**src/rtl/scaler_task_pkg.sv**
```systemverilog
package scaler_task_pkg;
    // Register offsets on the byte-wide register port
    localparam logic [7:0] TASK_A_CONTROL_ADDR       = 8'h90;
    localparam logic [7:0] EXT_SYNC_TRIGGER_SEL_ADDR = 8'h92;
    localparam logic [7:0] TASK_B_CONTROL_ADDR       = 8'hC0;
    localparam logic [7:0] GLOBAL_ENABLE_ADDR        = 8'h80;
    localparam logic [7:0] SOFT_RESET_ADDR           = 8'h88;

    // Task control field positions
    localparam int START_COND_LSB     = 0;
    localparam int REPEAT_BIT         = 2;
    localparam int SKIP_LSB           = 3;
    localparam int OUT_FID_SEL_BIT    = 6;
    localparam int CODE_BIT7_INV_BIT  = 7;
    // Trigger select field positions
    localparam int HORIZ_TRIG_BIT     = 2;
    localparam int VERT_TRIG_LO_BIT   = 4;
    localparam int VERT_TRIG_HI_BIT   = 5;
    localparam int FIELD_POL_BIT      = 6;
    localparam int FIELD_EDGE_BIT     = 7;
    // Global bits
    localparam int FIRST_EN_BIT       = 4;
    localparam int SECOND_EN_BIT      = 5;
    localparam int SOFT_RESET_BIT     = 5;

    // Reset values
    localparam logic [7:0] TASK_CTRL_RESET  = 8'h00;
    localparam logic [7:0] TRIG_SEL_RESET   = 8'h00;
    localparam logic [7:0] GLOBAL_EN_RESET  = 8'h00;
    localparam logic [7:0] SOFT_RESET_INIT  = 8'h20;

    // Earliest start lines
    localparam logic [11:0] DEC_LINE_F1_50 = 12'h0004;
    localparam logic [11:0] DEC_LINE_F1_60 = 12'h0007;
    localparam logic [11:0] DEC_LINE_F2_50 = 12'h0003;
    localparam logic [11:0] DEC_LINE_F2_60 = 12'h0006;
    localparam logic [11:0] DEC_LINE_DEF_50 = 12'h0002;
    localparam logic [11:0] DEC_LINE_DEF_60 = 12'h0005;
    localparam logic [11:0] EXT_LINE_50    = 12'h0017;
    localparam logic [11:0] EXT_LINE_60    = 12'h0014;

    // Start conditions
    localparam logic [1:0] START_NOW   = 2'h0;
    localparam logic [1:0] START_VSYNC = 2'h1;
    localparam logic [1:0] START_FID0  = 2'h2;
    localparam logic [1:0] START_FID1  = 2'h3;

    typedef enum logic [2:0] {
        ST_IDLE, ST_WAIT_V, ST_SKIP, ST_WAIT_OFS, ST_RUN
    } task_state_t;
endpackage

```
**src/rtl/field_detect.sv**
```systemverilog
// Field identifier capture from the selected sync source
module field_detect
    import scaler_task_pkg::*;
(
    input  wire logic clk_i,            // Clock
    input  wire logic rst_i,            // Synchronous reset
    input  wire logic ext_src_i,        // External stream selected
    input  wire logic ext_vref_i,       // External vertical reference
    input  wire logic ext_decoder_line_reference_i,       // External horizontal reference
    input  wire logic dec_fid_i,        // Decoder field identifier
    input  wire logic edge_sel_i,       // 1 = rising vertical edge
    input  wire logic polarity_i,       // Invert detected identifier
    output logic      fid_o,            // Field identifier
    output logic      vsync_o           // Vertical event pulse
);
    logic vref_d_reg;
    logic fid_reg;
    logic ext_fid_raw;

    // Edge of the external vertical reference
    wire rise_w = ext_vref_i & ~vref_d_reg;
    wire fall_w = ~ext_vref_i & vref_d_reg;
    wire vedge_w = edge_sel_i ? rise_w : fall_w;

    always_ff @(posedge clk_i) begin
        if (rst_i) begin
            vref_d_reg <= 1'b0;
            ext_fid_raw <= 1'b0;
        end else begin
            vref_d_reg <= ext_vref_i;
            if (vedge_w) begin
                ext_fid_raw <= ext_decoder_line_reference_i;
            end
        end
    end

    always_ff @(posedge clk_i) begin
        if (rst_i) begin
            fid_reg <= 1'b0;
        end else begin
            fid_reg <= (ext_src_i ? ext_fid_raw : dec_fid_i) ^ polarity_i;
        end
    end

    assign fid_o   = fid_reg;
    assign vsync_o = vedge_w;
endmodule // field_detect

```
**src/rtl/scaler_task_handler.sv**
```systemverilog
module scaler_task_handler
    import scaler_task_pkg::*;
// Function
// - Decoder trigger: start lines 4/7, 3/6
// - Default decoder trigger: start line 2/5
// - External stream: start line 23/20
// - Two tasks, each gated by enable
// - Soft reset forces idle immediately
// - Enable changes apply at task end
// - Four selectable start conditions
// - Field check only after offsets reached
// - Repeat bit reruns current task once
// - Skip programmed fields before task
// - Toggle flag inverts per task activation
// - Past offsets means wait next vsync
// - Triggers checked only for active task
// - Second task first after reset
// - Output field select 0: input identifier
// - Output field select 1: toggle flag
// - Code bit 7 set or inverted
// - Toggle not synchronised to input field
// - External identifier sampled at vertical edge
// - Identifier 0 first field; polarity invert
(
    input  wire logic        clk_i,          // Clock
    input  wire logic        rst_i,          // Synchronous reset
    input  wire logic        reg_wr_i,       // Register write strobe
    input  wire logic [7:0]  reg_addr_i,     // Register address
    input  wire logic [7:0]  reg_wdata_i,    // Register write data
    output logic      [7:0]  reg_rdata_o,    // Register read data
    input  wire logic        ext_src_i,      // External stream source
    input  wire logic        sys60_i,        // 60 Hz system
    input  wire logic        dec_vpulse_i,   // Decoder vertical pulse
    input  wire logic        dec_decoder_line_reference_i,     // Decoder line reference
    input  wire logic        dec_fid_i,      // Decoder field identifier
    input  wire logic        ext_vref_i,     // External vertical reference
    input  wire logic        ext_decoder_line_reference_i,     // External horizontal reference
    input  wire logic        ext_sav_i,      // External start of video code
    input  wire logic        offset_hit_i,   // Both offsets reached
    input  wire logic        offset_past_i,  // Position beyond offsets
    input  wire logic        task_done_i,    // Current task window ended
    output logic             active_o,       // Task running, data emitted
    output logic             task_b_o,       // Running task is second
    output logic             code_d6_o,      // Code bit D6
    output logic             code_d7_o,      // Code bit D7
    output logic             toggle_o,       // Running task toggle
    output logic             fid_o           // Detected field identifier
);
    logic [7:0]  ctrl_a_reg;
    logic [7:0]  ctrl_b_reg;
    logic [7:0]  trig_reg;
    logic [7:0]  glob_reg;
    logic [7:0]  soft_reset_bit_reg;
    logic [7:0]  rdata_reg;
    task_state_t state_reg;
    logic        cur_b_reg;
    logic        en_a_reg;
    logic        en_b_reg;
    logic        rep_done_reg;
    logic [2:0]  skip_reg;
    logic [1:0]  toggle_reg;
    logic [11:0] line_reg;
    logic        vpulse_d_reg;
    logic        decoder_line_reference_d_reg;
    logic        armed_reg;
    logic        active_reg;
    logic        d6_reg;
    logic        d7_reg;
    logic        fid_w;
    logic        ext_v_w;

    field_detect u_field_detect (
        .clk_i      (clk_i),
        .rst_i      (rst_i),
        .ext_src_i  (ext_src_i),
        .ext_vref_i (ext_vref_i),
        .ext_decoder_line_reference_i (ext_decoder_line_reference_i),
        .dec_fid_i  (dec_fid_i),
        .edge_sel_i (trig_reg[FIELD_EDGE_BIT]),
        .polarity_i (trig_reg[FIELD_POL_BIT]),
        .fid_o      (fid_w),
        .vsync_o    (ext_v_w)
    );

    // Decode of register port
    wire wr_a_w    = reg_wr_i && (reg_addr_i == TASK_A_CONTROL_ADDR);
    wire wr_b_w    = reg_wr_i && (reg_addr_i == TASK_B_CONTROL_ADDR);
    wire wr_trig_w = reg_wr_i && (reg_addr_i == EXT_SYNC_TRIGGER_SEL_ADDR);
    wire wr_glob_w = reg_wr_i && (reg_addr_i == GLOBAL_ENABLE_ADDR);
    wire wr_sw_w   = reg_wr_i && (reg_addr_i == SOFT_RESET_ADDR);
    wire soft_w    = ~soft_reset_bit_reg[SOFT_RESET_BIT];

    // Current task control fields
    wire [7:0] cur_ctrl_w  = cur_b_reg ? ctrl_b_reg : ctrl_a_reg;
    wire [1:0] start_w     = cur_ctrl_w[START_COND_LSB +: 2];
    wire       repeat_w    = cur_ctrl_w[REPEAT_BIT];
    wire [2:0] skip_cfg_w  = cur_ctrl_w[SKIP_LSB +: 3];
    wire       cur_en_w    = cur_b_reg ? en_b_reg : en_a_reg;
    wire       other_en_w  = cur_b_reg ? en_a_reg : en_b_reg;
    wire       cur_tog_w   = toggle_reg[cur_b_reg];

    // Sync edges from decoder, or from the external stream when selected
    wire dec_v_fall_w = ~dec_vpulse_i & vpulse_d_reg;
    wire decoder_line_reference_rise_w  = dec_decoder_line_reference_i & ~decoder_line_reference_d_reg;
    wire vsync_w      = ext_src_i ? ext_v_w : dec_v_fall_w;
    wire line_ev_w    = ext_src_i ? ext_sav_i : decoder_line_reference_rise_w;

    wire [11:0] alt_line_w = fid_w ? (sys60_i ? DEC_LINE_F2_60 : DEC_LINE_F2_50)
                                   : (sys60_i ? DEC_LINE_F1_60 : DEC_LINE_F1_50);
    wire [11:0] def_line_w = sys60_i ? DEC_LINE_DEF_60 : DEC_LINE_DEF_50;
    wire [11:0] ext_line_w = sys60_i ? EXT_LINE_60 : EXT_LINE_50;
    wire        alt_trig_w = trig_reg[VERT_TRIG_LO_BIT] & ~trig_reg[VERT_TRIG_HI_BIT];
    wire [11:0] min_line_w = ext_src_i ? ext_line_w : (alt_trig_w ? alt_line_w : def_line_w);
    wire        start_ok_w = armed_reg && line_ev_w && (line_reg >= min_line_w);

    wire fid_ok_w = (start_w == START_FID0) ? ~fid_w :
                    (start_w == START_FID1) ?  fid_w : 1'b1;
    wire go_w = start_ok_w && offset_hit_i && fid_ok_w;

    // Register write storage
    always_ff @(posedge clk_i) begin
        if (rst_i) begin
            ctrl_a_reg <= TASK_CTRL_RESET;
            ctrl_b_reg <= TASK_CTRL_RESET;
            trig_reg   <= TRIG_SEL_RESET;
            glob_reg   <= GLOBAL_EN_RESET;
            soft_reset_bit_reg  <= SOFT_RESET_INIT;
        end else begin
            if (wr_a_w) ctrl_a_reg <= reg_wdata_i;
            if (wr_b_w) ctrl_b_reg <= reg_wdata_i;
            if (wr_trig_w) trig_reg <= reg_wdata_i;
            if (wr_glob_w) glob_reg <= reg_wdata_i;
            if (wr_sw_w) soft_reset_bit_reg <= reg_wdata_i;
        end
    end

    // Read multiplexer, unmapped reads zero
    wire [7:0] rd_w = (reg_addr_i == TASK_A_CONTROL_ADDR) ? ctrl_a_reg :
                      (reg_addr_i == TASK_B_CONTROL_ADDR) ? ctrl_b_reg :
                      (reg_addr_i == EXT_SYNC_TRIGGER_SEL_ADDR) ? trig_reg :
                      (reg_addr_i == GLOBAL_ENABLE_ADDR) ? glob_reg :
                      (reg_addr_i == SOFT_RESET_ADDR) ? soft_reset_bit_reg : 8'h00;

    always_ff @(posedge clk_i) begin
        if (rst_i) rdata_reg <= 8'h00;
        else rdata_reg <= rd_w;
    end

    // Line counter and sync edge history
    always_ff @(posedge clk_i) begin
        if (rst_i) begin
            vpulse_d_reg <= 1'b0;
            decoder_line_reference_d_reg   <= 1'b0;
            line_reg     <= 12'h000;
            armed_reg    <= 1'b0;
        end else begin
            vpulse_d_reg <= dec_vpulse_i;
            decoder_line_reference_d_reg   <= dec_decoder_line_reference_i;
            // Lines counted from 1: the first line event after the
            // vertical event is line 1, so start lines compare directly
            if (vsync_w) begin
                line_reg  <= 12'h001;
                armed_reg <= 1'b1;
            end else if (line_ev_w) begin
                line_reg <= line_reg + 12'h001;
            end
        end
    end

    // Task state machine
    always_ff @(posedge clk_i) begin
        if (rst_i || soft_w) begin
            state_reg    <= ST_IDLE;
            cur_b_reg    <= 1'b1;
            en_a_reg     <= 1'b0;
            en_b_reg     <= 1'b0;
            rep_done_reg <= 1'b0;
            skip_reg     <= 3'h0;
            toggle_reg   <= 2'h0;
        end else begin
            unique case (state_reg)
                ST_IDLE: begin
                    en_a_reg <= glob_reg[FIRST_EN_BIT];
                    en_b_reg <= glob_reg[SECOND_EN_BIT];
                    if (glob_reg[SECOND_EN_BIT]) begin
                        cur_b_reg <= 1'b1;
                        state_reg <= ST_WAIT_V;
                    end else if (glob_reg[FIRST_EN_BIT]) begin
                        cur_b_reg <= 1'b0;
                        state_reg <= ST_WAIT_V;
                    end
                    skip_reg <= 3'h0;
                end
                ST_WAIT_V: begin
                    if (start_w == START_NOW && !offset_past_i) begin
                        state_reg <= ST_SKIP;
                    end else if (vsync_w) begin
                        state_reg <= ST_SKIP;
                    end
                end
                ST_SKIP: begin
                    if (skip_reg == skip_cfg_w) begin
                        state_reg <= ST_WAIT_OFS;
                    end else if (vsync_w) begin
                        skip_reg <= skip_reg + 3'h1;
                    end
                end
                ST_WAIT_OFS: begin
                    if (go_w) begin
                        state_reg <= ST_RUN;
                        toggle_reg[cur_b_reg] <= ~cur_tog_w;
                    end else if (offset_past_i && !offset_hit_i) begin
                        state_reg <= ST_WAIT_V;
                    end
                end
                ST_RUN: begin
                    if (task_done_i) begin
                        skip_reg  <= 3'h0;
                        state_reg <= ST_WAIT_V;
                        en_a_reg  <= glob_reg[FIRST_EN_BIT];
                        en_b_reg  <= glob_reg[SECOND_EN_BIT];
                        if (repeat_w && !rep_done_reg && cur_en_w) begin
                            rep_done_reg <= 1'b1;
                        end else begin
                            rep_done_reg <= 1'b0;
                            if (other_en_w) cur_b_reg <= ~cur_b_reg;
                            else if (!cur_en_w) state_reg <= ST_IDLE;
                        end
                    end
                end
            endcase
        end
    end

    // Output markers
    always_ff @(posedge clk_i) begin
        if (rst_i) begin
            active_reg <= 1'b0;
            d6_reg     <= 1'b0;
            d7_reg     <= 1'b1;
        end else begin
            active_reg <= (state_reg == ST_RUN);
            d6_reg <= cur_ctrl_w[OUT_FID_SEL_BIT] ? cur_tog_w : fid_w;
            d7_reg <= ~cur_ctrl_w[CODE_BIT7_INV_BIT];
        end
    end

    logic tog_out_reg;
    logic task_b_reg;
    logic fid_out_reg;
    always_ff @(posedge clk_i) begin
        if (rst_i) begin
            tog_out_reg <= 1'b0;
            task_b_reg  <= 1'b0;
            fid_out_reg <= 1'b0;
        end else begin
            tog_out_reg <= cur_tog_w;
            task_b_reg  <= cur_b_reg;
            fid_out_reg <= fid_w;
        end
    end

    assign reg_rdata_o = rdata_reg;
    assign active_o    = active_reg;
    assign task_b_o    = task_b_reg;
    assign code_d6_o   = d6_reg;
    assign code_d7_o   = d7_reg;
    assign toggle_o    = tog_out_reg;
    assign fid_o       = fid_out_reg;

    // Soft reset reaches idle next cycle
    AST_SOFT_IDLE: assert property (@(posedge clk_i) disable iff (rst_i)
        soft_w |=> (state_reg == ST_IDLE))
        else $error("soft reset did not idle");
    // Run only follows offset wait
    AST_RUN_ENTRY: assert property (@(posedge clk_i) disable iff (rst_i || soft_w)
        (state_reg == ST_RUN) && ($past(state_reg) != ST_RUN)
        |-> $past(state_reg) == ST_WAIT_OFS)
        else $error("run entered without offsets");
    // Toggle flips on activation
    AST_TOGGLE: assert property (@(posedge clk_i) disable iff (rst_i || soft_w)
        (state_reg == ST_WAIT_OFS) && go_w |=> toggle_reg[cur_b_reg] != $past(cur_tog_w))
        else $error("toggle did not invert");
    // Active output follows run state
    AST_ACTIVE: assert property (@(posedge clk_i) disable iff (rst_i)
        (state_reg == ST_RUN) |=> active_o)
        else $error("active missing");
    // Field identifier filter, both polarities of the wait
    AST_FID0: assert property (@(posedge clk_i) disable iff (rst_i || soft_w)
        (state_reg == ST_WAIT_OFS) &&
        (((start_w == START_FID0) && fid_w) || ((start_w == START_FID1) && !fid_w))
        |=> state_reg != ST_RUN)
        else $error("started on wrong field");
    // Bit 7 from control
    AST_D7: assert property (@(posedge clk_i) disable iff (rst_i)
        1'b1 |=> code_d7_o == ~$past(cur_ctrl_w[CODE_BIT7_INV_BIT]))
        else $error("bit 7 wrong");
    // Bit 6 selection
    AST_D6: assert property (@(posedge clk_i) disable iff (rst_i)
        !cur_ctrl_w[OUT_FID_SEL_BIT] |=> code_d6_o == $past(fid_w))
        else $error("bit 6 wrong");
    // Earliest start line respected at run entry
    AST_MIN_LINE: assert property (@(posedge clk_i) disable iff (rst_i || soft_w)
        (state_reg == ST_RUN) && ($past(state_reg) == ST_WAIT_OFS)
        |-> $past(line_reg) >= $past(min_line_w))
        else $error("start too early");
    // A task only starts while it is enabled
    AST_EN_GATE: assert property (@(posedge clk_i) disable iff (rst_i || soft_w)
        (state_reg == ST_RUN) && ($past(state_reg) != ST_RUN) |-> $past(cur_en_w))
        else $error("disabled task started");
    // Second task chosen first out of idle
    AST_TASK_PICK: assert property (@(posedge clk_i) disable iff (rst_i || soft_w)
        (state_reg == ST_IDLE) && glob_reg[SECOND_EN_BIT]
        |=> cur_b_reg && (state_reg == ST_WAIT_V))
        else $error("second task not first");
    // Pending repeat keeps the same task
    AST_REPEAT: assert property (@(posedge clk_i) disable iff (rst_i || soft_w)
        (state_reg == ST_RUN) && task_done_i && repeat_w && !rep_done_reg && cur_en_w
        |=> cur_b_reg == $past(cur_b_reg))
        else $error("repeat handed over");
endmodule // scaler_task_handler

```
**config.mk**
```make
export PLATFORM = sky130hd
export DESIGN_NAME = scaler_task_handler
export DESIGN_NICKNAME = d
export VERILOG_FILES = /design/src/rtl/scaler_task_pkg.sv /design/src/rtl/field_detect.sv /design/src/rtl/scaler_task_handler.sv
export SDC_FILE = /design/constraint.sdc
export NUM_CORES = 1
export LEC_CHECK = 0
export BUFFER_PORTS_ARGS = -buffer_cell sky130_fd_sc_hd__buf_2
export CORE_MARGIN = 2
export CORE_UTILIZATION = 42
export DETAILED_ROUTE_END_ITERATION = 12
export PLACE_DENSITY = 0.66
export SETUP_SLACK_MARGIN = 0.3
export SYNTH_ARGS = -nofsm -noshare
export SYNTH_HDL_FRONTEND = slang
export SYNTH_SLANG_ARGS = --single-unit
```
**constraint.sdc**
```tcl
create_clock -name clk_i -period 2.3 [get_ports clk_i]
set_input_delay 0.23 -clock clk_i [delete_from_list [all_inputs] [get_ports clk_i]]
set_output_delay 0.23 -clock clk_i [all_outputs]
set_load 0.02 [all_outputs]
```
==> impl_metrics.tcl <==
set metrics [dict create \
    period_needed_ns 2.26 \
    r2r_cells 10 \
    cts-root-buf "clkbuf_8" \
    crit_top_cell "mux2i_1" \
    multi_input_area_um2 2140 \
    fp-row-count 35 \
    status "finished clean" \
    cts_inserted_buffers 9 \
    drt_iter0_markers 184 \
    cts_buffer_depth 2 \
    drc 0 \
    insertion_delay_ns 0.36 \
    fmax_ghz 0.442 \
    synth-seq-cells 84 \
    grt_use_total_pct 19.9 \
    critPathMaxStageDelay_ns 0.36 \
    drt-vias-per-instance 5.71 \
    r2r_slack_ns 0.04 \
    largest_reg_flops 12 \
    fp.dieW_um 100 \
    cpMaxStageDelayCell "dfxtp_4" \
    area_growth_syn_to_layout_pct 18.7 \
    final-seq-area_um2 1690 \
    required_ns 2.57 \
    stdcell_area_um2 4600 \
    netlist_area_um2 3880 \
    setup_viol 0 \
    p_leak_nw 1.72 \
    start_util_pct 42.6 \
    hold_viol 0 \
    start_kind "flip-flop" \
    grt_pass1_vias 3294 \
    cts_htree_levels 3 \
    min_from "dec_decoder_line_reference_i" \
    finalCritPeriodShare_pct 98.4 \
    critPathArrivalTime_ns 2.53 \
    hp-class "in -> reg" \
    synth_cells 455 \
    drt-total-wl_um 9720 \
    grt_setup_unrepaired "true" \
    worstReg2RegStart "u_field_detect.fid_o" \
    fin_skew_ns 0.0116 \
    place.port_buffers 43 \
    seq_area_frac_synth_pct 43.4 \
    antenna_found_initial 0 \
    powerDensity_nw_per_um2 576 \
    hold_path_depth 2 \
    critPathKind "reg -> reg" \
    clk_pin_slew_worst_paths_ns 0.08 \
    hold-worst-slack_ns 0.0898 \
    place_congestion 0.835 \
    syn_area_per_cell_um2 8.52 \
    grt_pass1_wl_um 15700 \
    antenna_cells 0 \
    slew_viol_final 0 \
    vias 3560 \
    cts_tree "done" \
    coreArea_um2 9110 \
    dieArea_um2 10000 \
    num_io_pins 44 \
    final_nets 545 \
    final.fill_count 871 \
    grt.overflow.total 0 \
    yosysUniqueCellTypes 55 \
    drv_cap 0 \
    synth_ff_type "dfxtp_1" \
    die-height_um 100 \
    slew_headroom_pct 65.7 \
    clock_sinks 84 \
    synth_edf_count 0 \
    crit_fanout 3 \
    async_reset_ff_share_pct 0 \
    hold_path_end "decoder_line_reference_d_reg" \
    drtPass1Iterations 7 \
    placed_area_um2 4370 \
    dp_hpwl_um 6800 \
    drive_above_1_share_pct 20.5 \
    syn-num-nets 493 \
    r2r_end "state_reg[1]" \
    endpoint_kind "flip-flop" \
    worst_pin_slew_ns 0.509 \
    grt_max_degree 31 \
    yosysWarnings 0 \
    ir_drop_uv 335 \
    path_cells "inv_4 > ha_4 > mux2i_1 > mux2i_1 > ha_1 > nand2b_4 > a2111oi_4 > o211a_1 > o221ai_1 > a211oi_1" \
    routedWlPerCell_um 15.6 \
    drt.antenna.violating_nets 0 \
]
worst max-delay path, delay by kind of cell (launching register included):
kind / cells / cell delay, ns
adder cells (fa/ha/maj): 2 / 0.50
flip-flops: 1 / 0.36
AND/OR/NAND/NOR: 1 / 0.15
multiplexers: 2 / 0.25
buffers and inverters: 1 / 0.04
AO/OA/AOI/OAI: 4 / 0.88
through the flow:
| step | setup slack, ns | setup TNS, ns | power [mW] | cells | utilization [%] |
|---|---|---|---|---|---|
| 6_report | 0.0364 | 0 | 2.65 | 623 | 50.5 |
| 5_1_grt | -0.0697 | -0.181 | 2.77 | 623 | 50.5 |
| 4_1_cts | 0.0318 | 0 | 2.68 | 623 | 50.5 |
| 3_5_place_dp | -0.0726 | -0.114 | 1.70 | 603 | 48.0 |
| 3_3_place_gp | 0.0357 | 0 | 1.70 | 603 | 48.0 |
| 2_1_floorplan | 0.184 | 0 | 1.63 | 455 | - |
how the worst max path moves through the flow:
stage | startpoint | to
finish | u_field_detect.fid_o | state_reg[1]
global route | u_field_detect.fid_o | toggle_reg[1]
CTS | u_field_detect.fid_o | state_reg[1]
detailed placement | sys60_i | toggle_reg[0]
global placement | sys60_i | state_reg[1]
floorplan | u_field_detect.fid_o | state_reg[1]
cells in the mapped netlist, types with 8 or more instances:
library cell	n	area, µm²
a21oi_1	56	280
clkbuf_1	19	71.3
dfxtp_1	84	1680
ha_1	8	100
inv_1	9	33.8
mux2i_1	15	150
nand2_1	59	221
nand3_1	51	255
nor2_1	27	101
xor2_1	15	131
final cells by class:
| cell class | instances | area share, % |
|---|---|---|
| Clock buffer | 11 | 3.07 |
| Clock inverter | 5 | 0.789 |
| Inverter | 10 | 0.870 |
| Multi-Input combinational cell | 337 | 46.5 |
| Sequential cell | 84 | 36.7 |
| Tap cell | 111 | 3.02 |
| Timing Repair Buffer | 65 | 9.08 |
layout by cell type (no fill, tap or decap), drive strengths merged, types with 3 or more instances in the layout:
cell | synthesis | routed
mux2i | 15 | 15
a22oi | 7 | 7
nor2b | 7 | 7
nand4 | 4 | 4
xnor2 | 3 | 3
nand2 | 59 | 59
nor3 | 4 | 4
a21oi | 56 | 56
o21ai | 6 | 6
clkinv | 1 | 5
a222oi | 7 | 7
nand2b | 7 | 7
dfxtp | 84 | 84
nand3b | 5 | 5
clkbuf | 19 | 11
nor4 | 8 | 8
buf | 5 | 65
ha | 8 | 8
o41ai | 3 | 3
nor2 | 27 | 27
or2 | 4 | 4
xor2 | 15 | 15
nand3 | 51 | 51
and3 | 5 | 5
inv | 9 | 10
a31oi | 3 | 3
cells by family (layout without fill, tap and decap cells):
logic type / Yosys count / count (layout) / share of synthesized area, %
DFF: 84 / 84 / 43.4
buffers and inverters: 34 / 91 / 3.55
and+or+nand+nor: 197 / 197 / 26.5
adders and majority gates: 8 / 8 / 2.58
muxes: 16 / 16 / 4.16
AOI/OAI and AO/OA: 98 / 98 / 15.8
xor gates and xnor gates: 18 / 18 / 4.07
per-layer routing:
layer / track usage, % / share of wire, % / vias to the layer above
met5: 0 / 0 / -
met4: 7.59 / 2.4 / 0
met3: 5.01 / 5.8 / 18
met2: 32.1 / 47 / 109
met1: 25.9 / 44 / 1692
li1: - / - / 1741
report_power, final:
part	leakage [nW]	internal, mW	switching (mW)
logic	0.949	0.0848	0.117
registers	0.680	1.46	0.00954
clock network	0.0937	0.426	0.549
total	1.72	1.98	0.675
timing repair:
action	CTS	global route
buffers inserted	4	0
hold buffers	0	0
pin swaps	7	1
endpoints found under the setup margin	5	5
resized for setup	5	0
No activity file was read; power rests on OpenSTA's default activity.
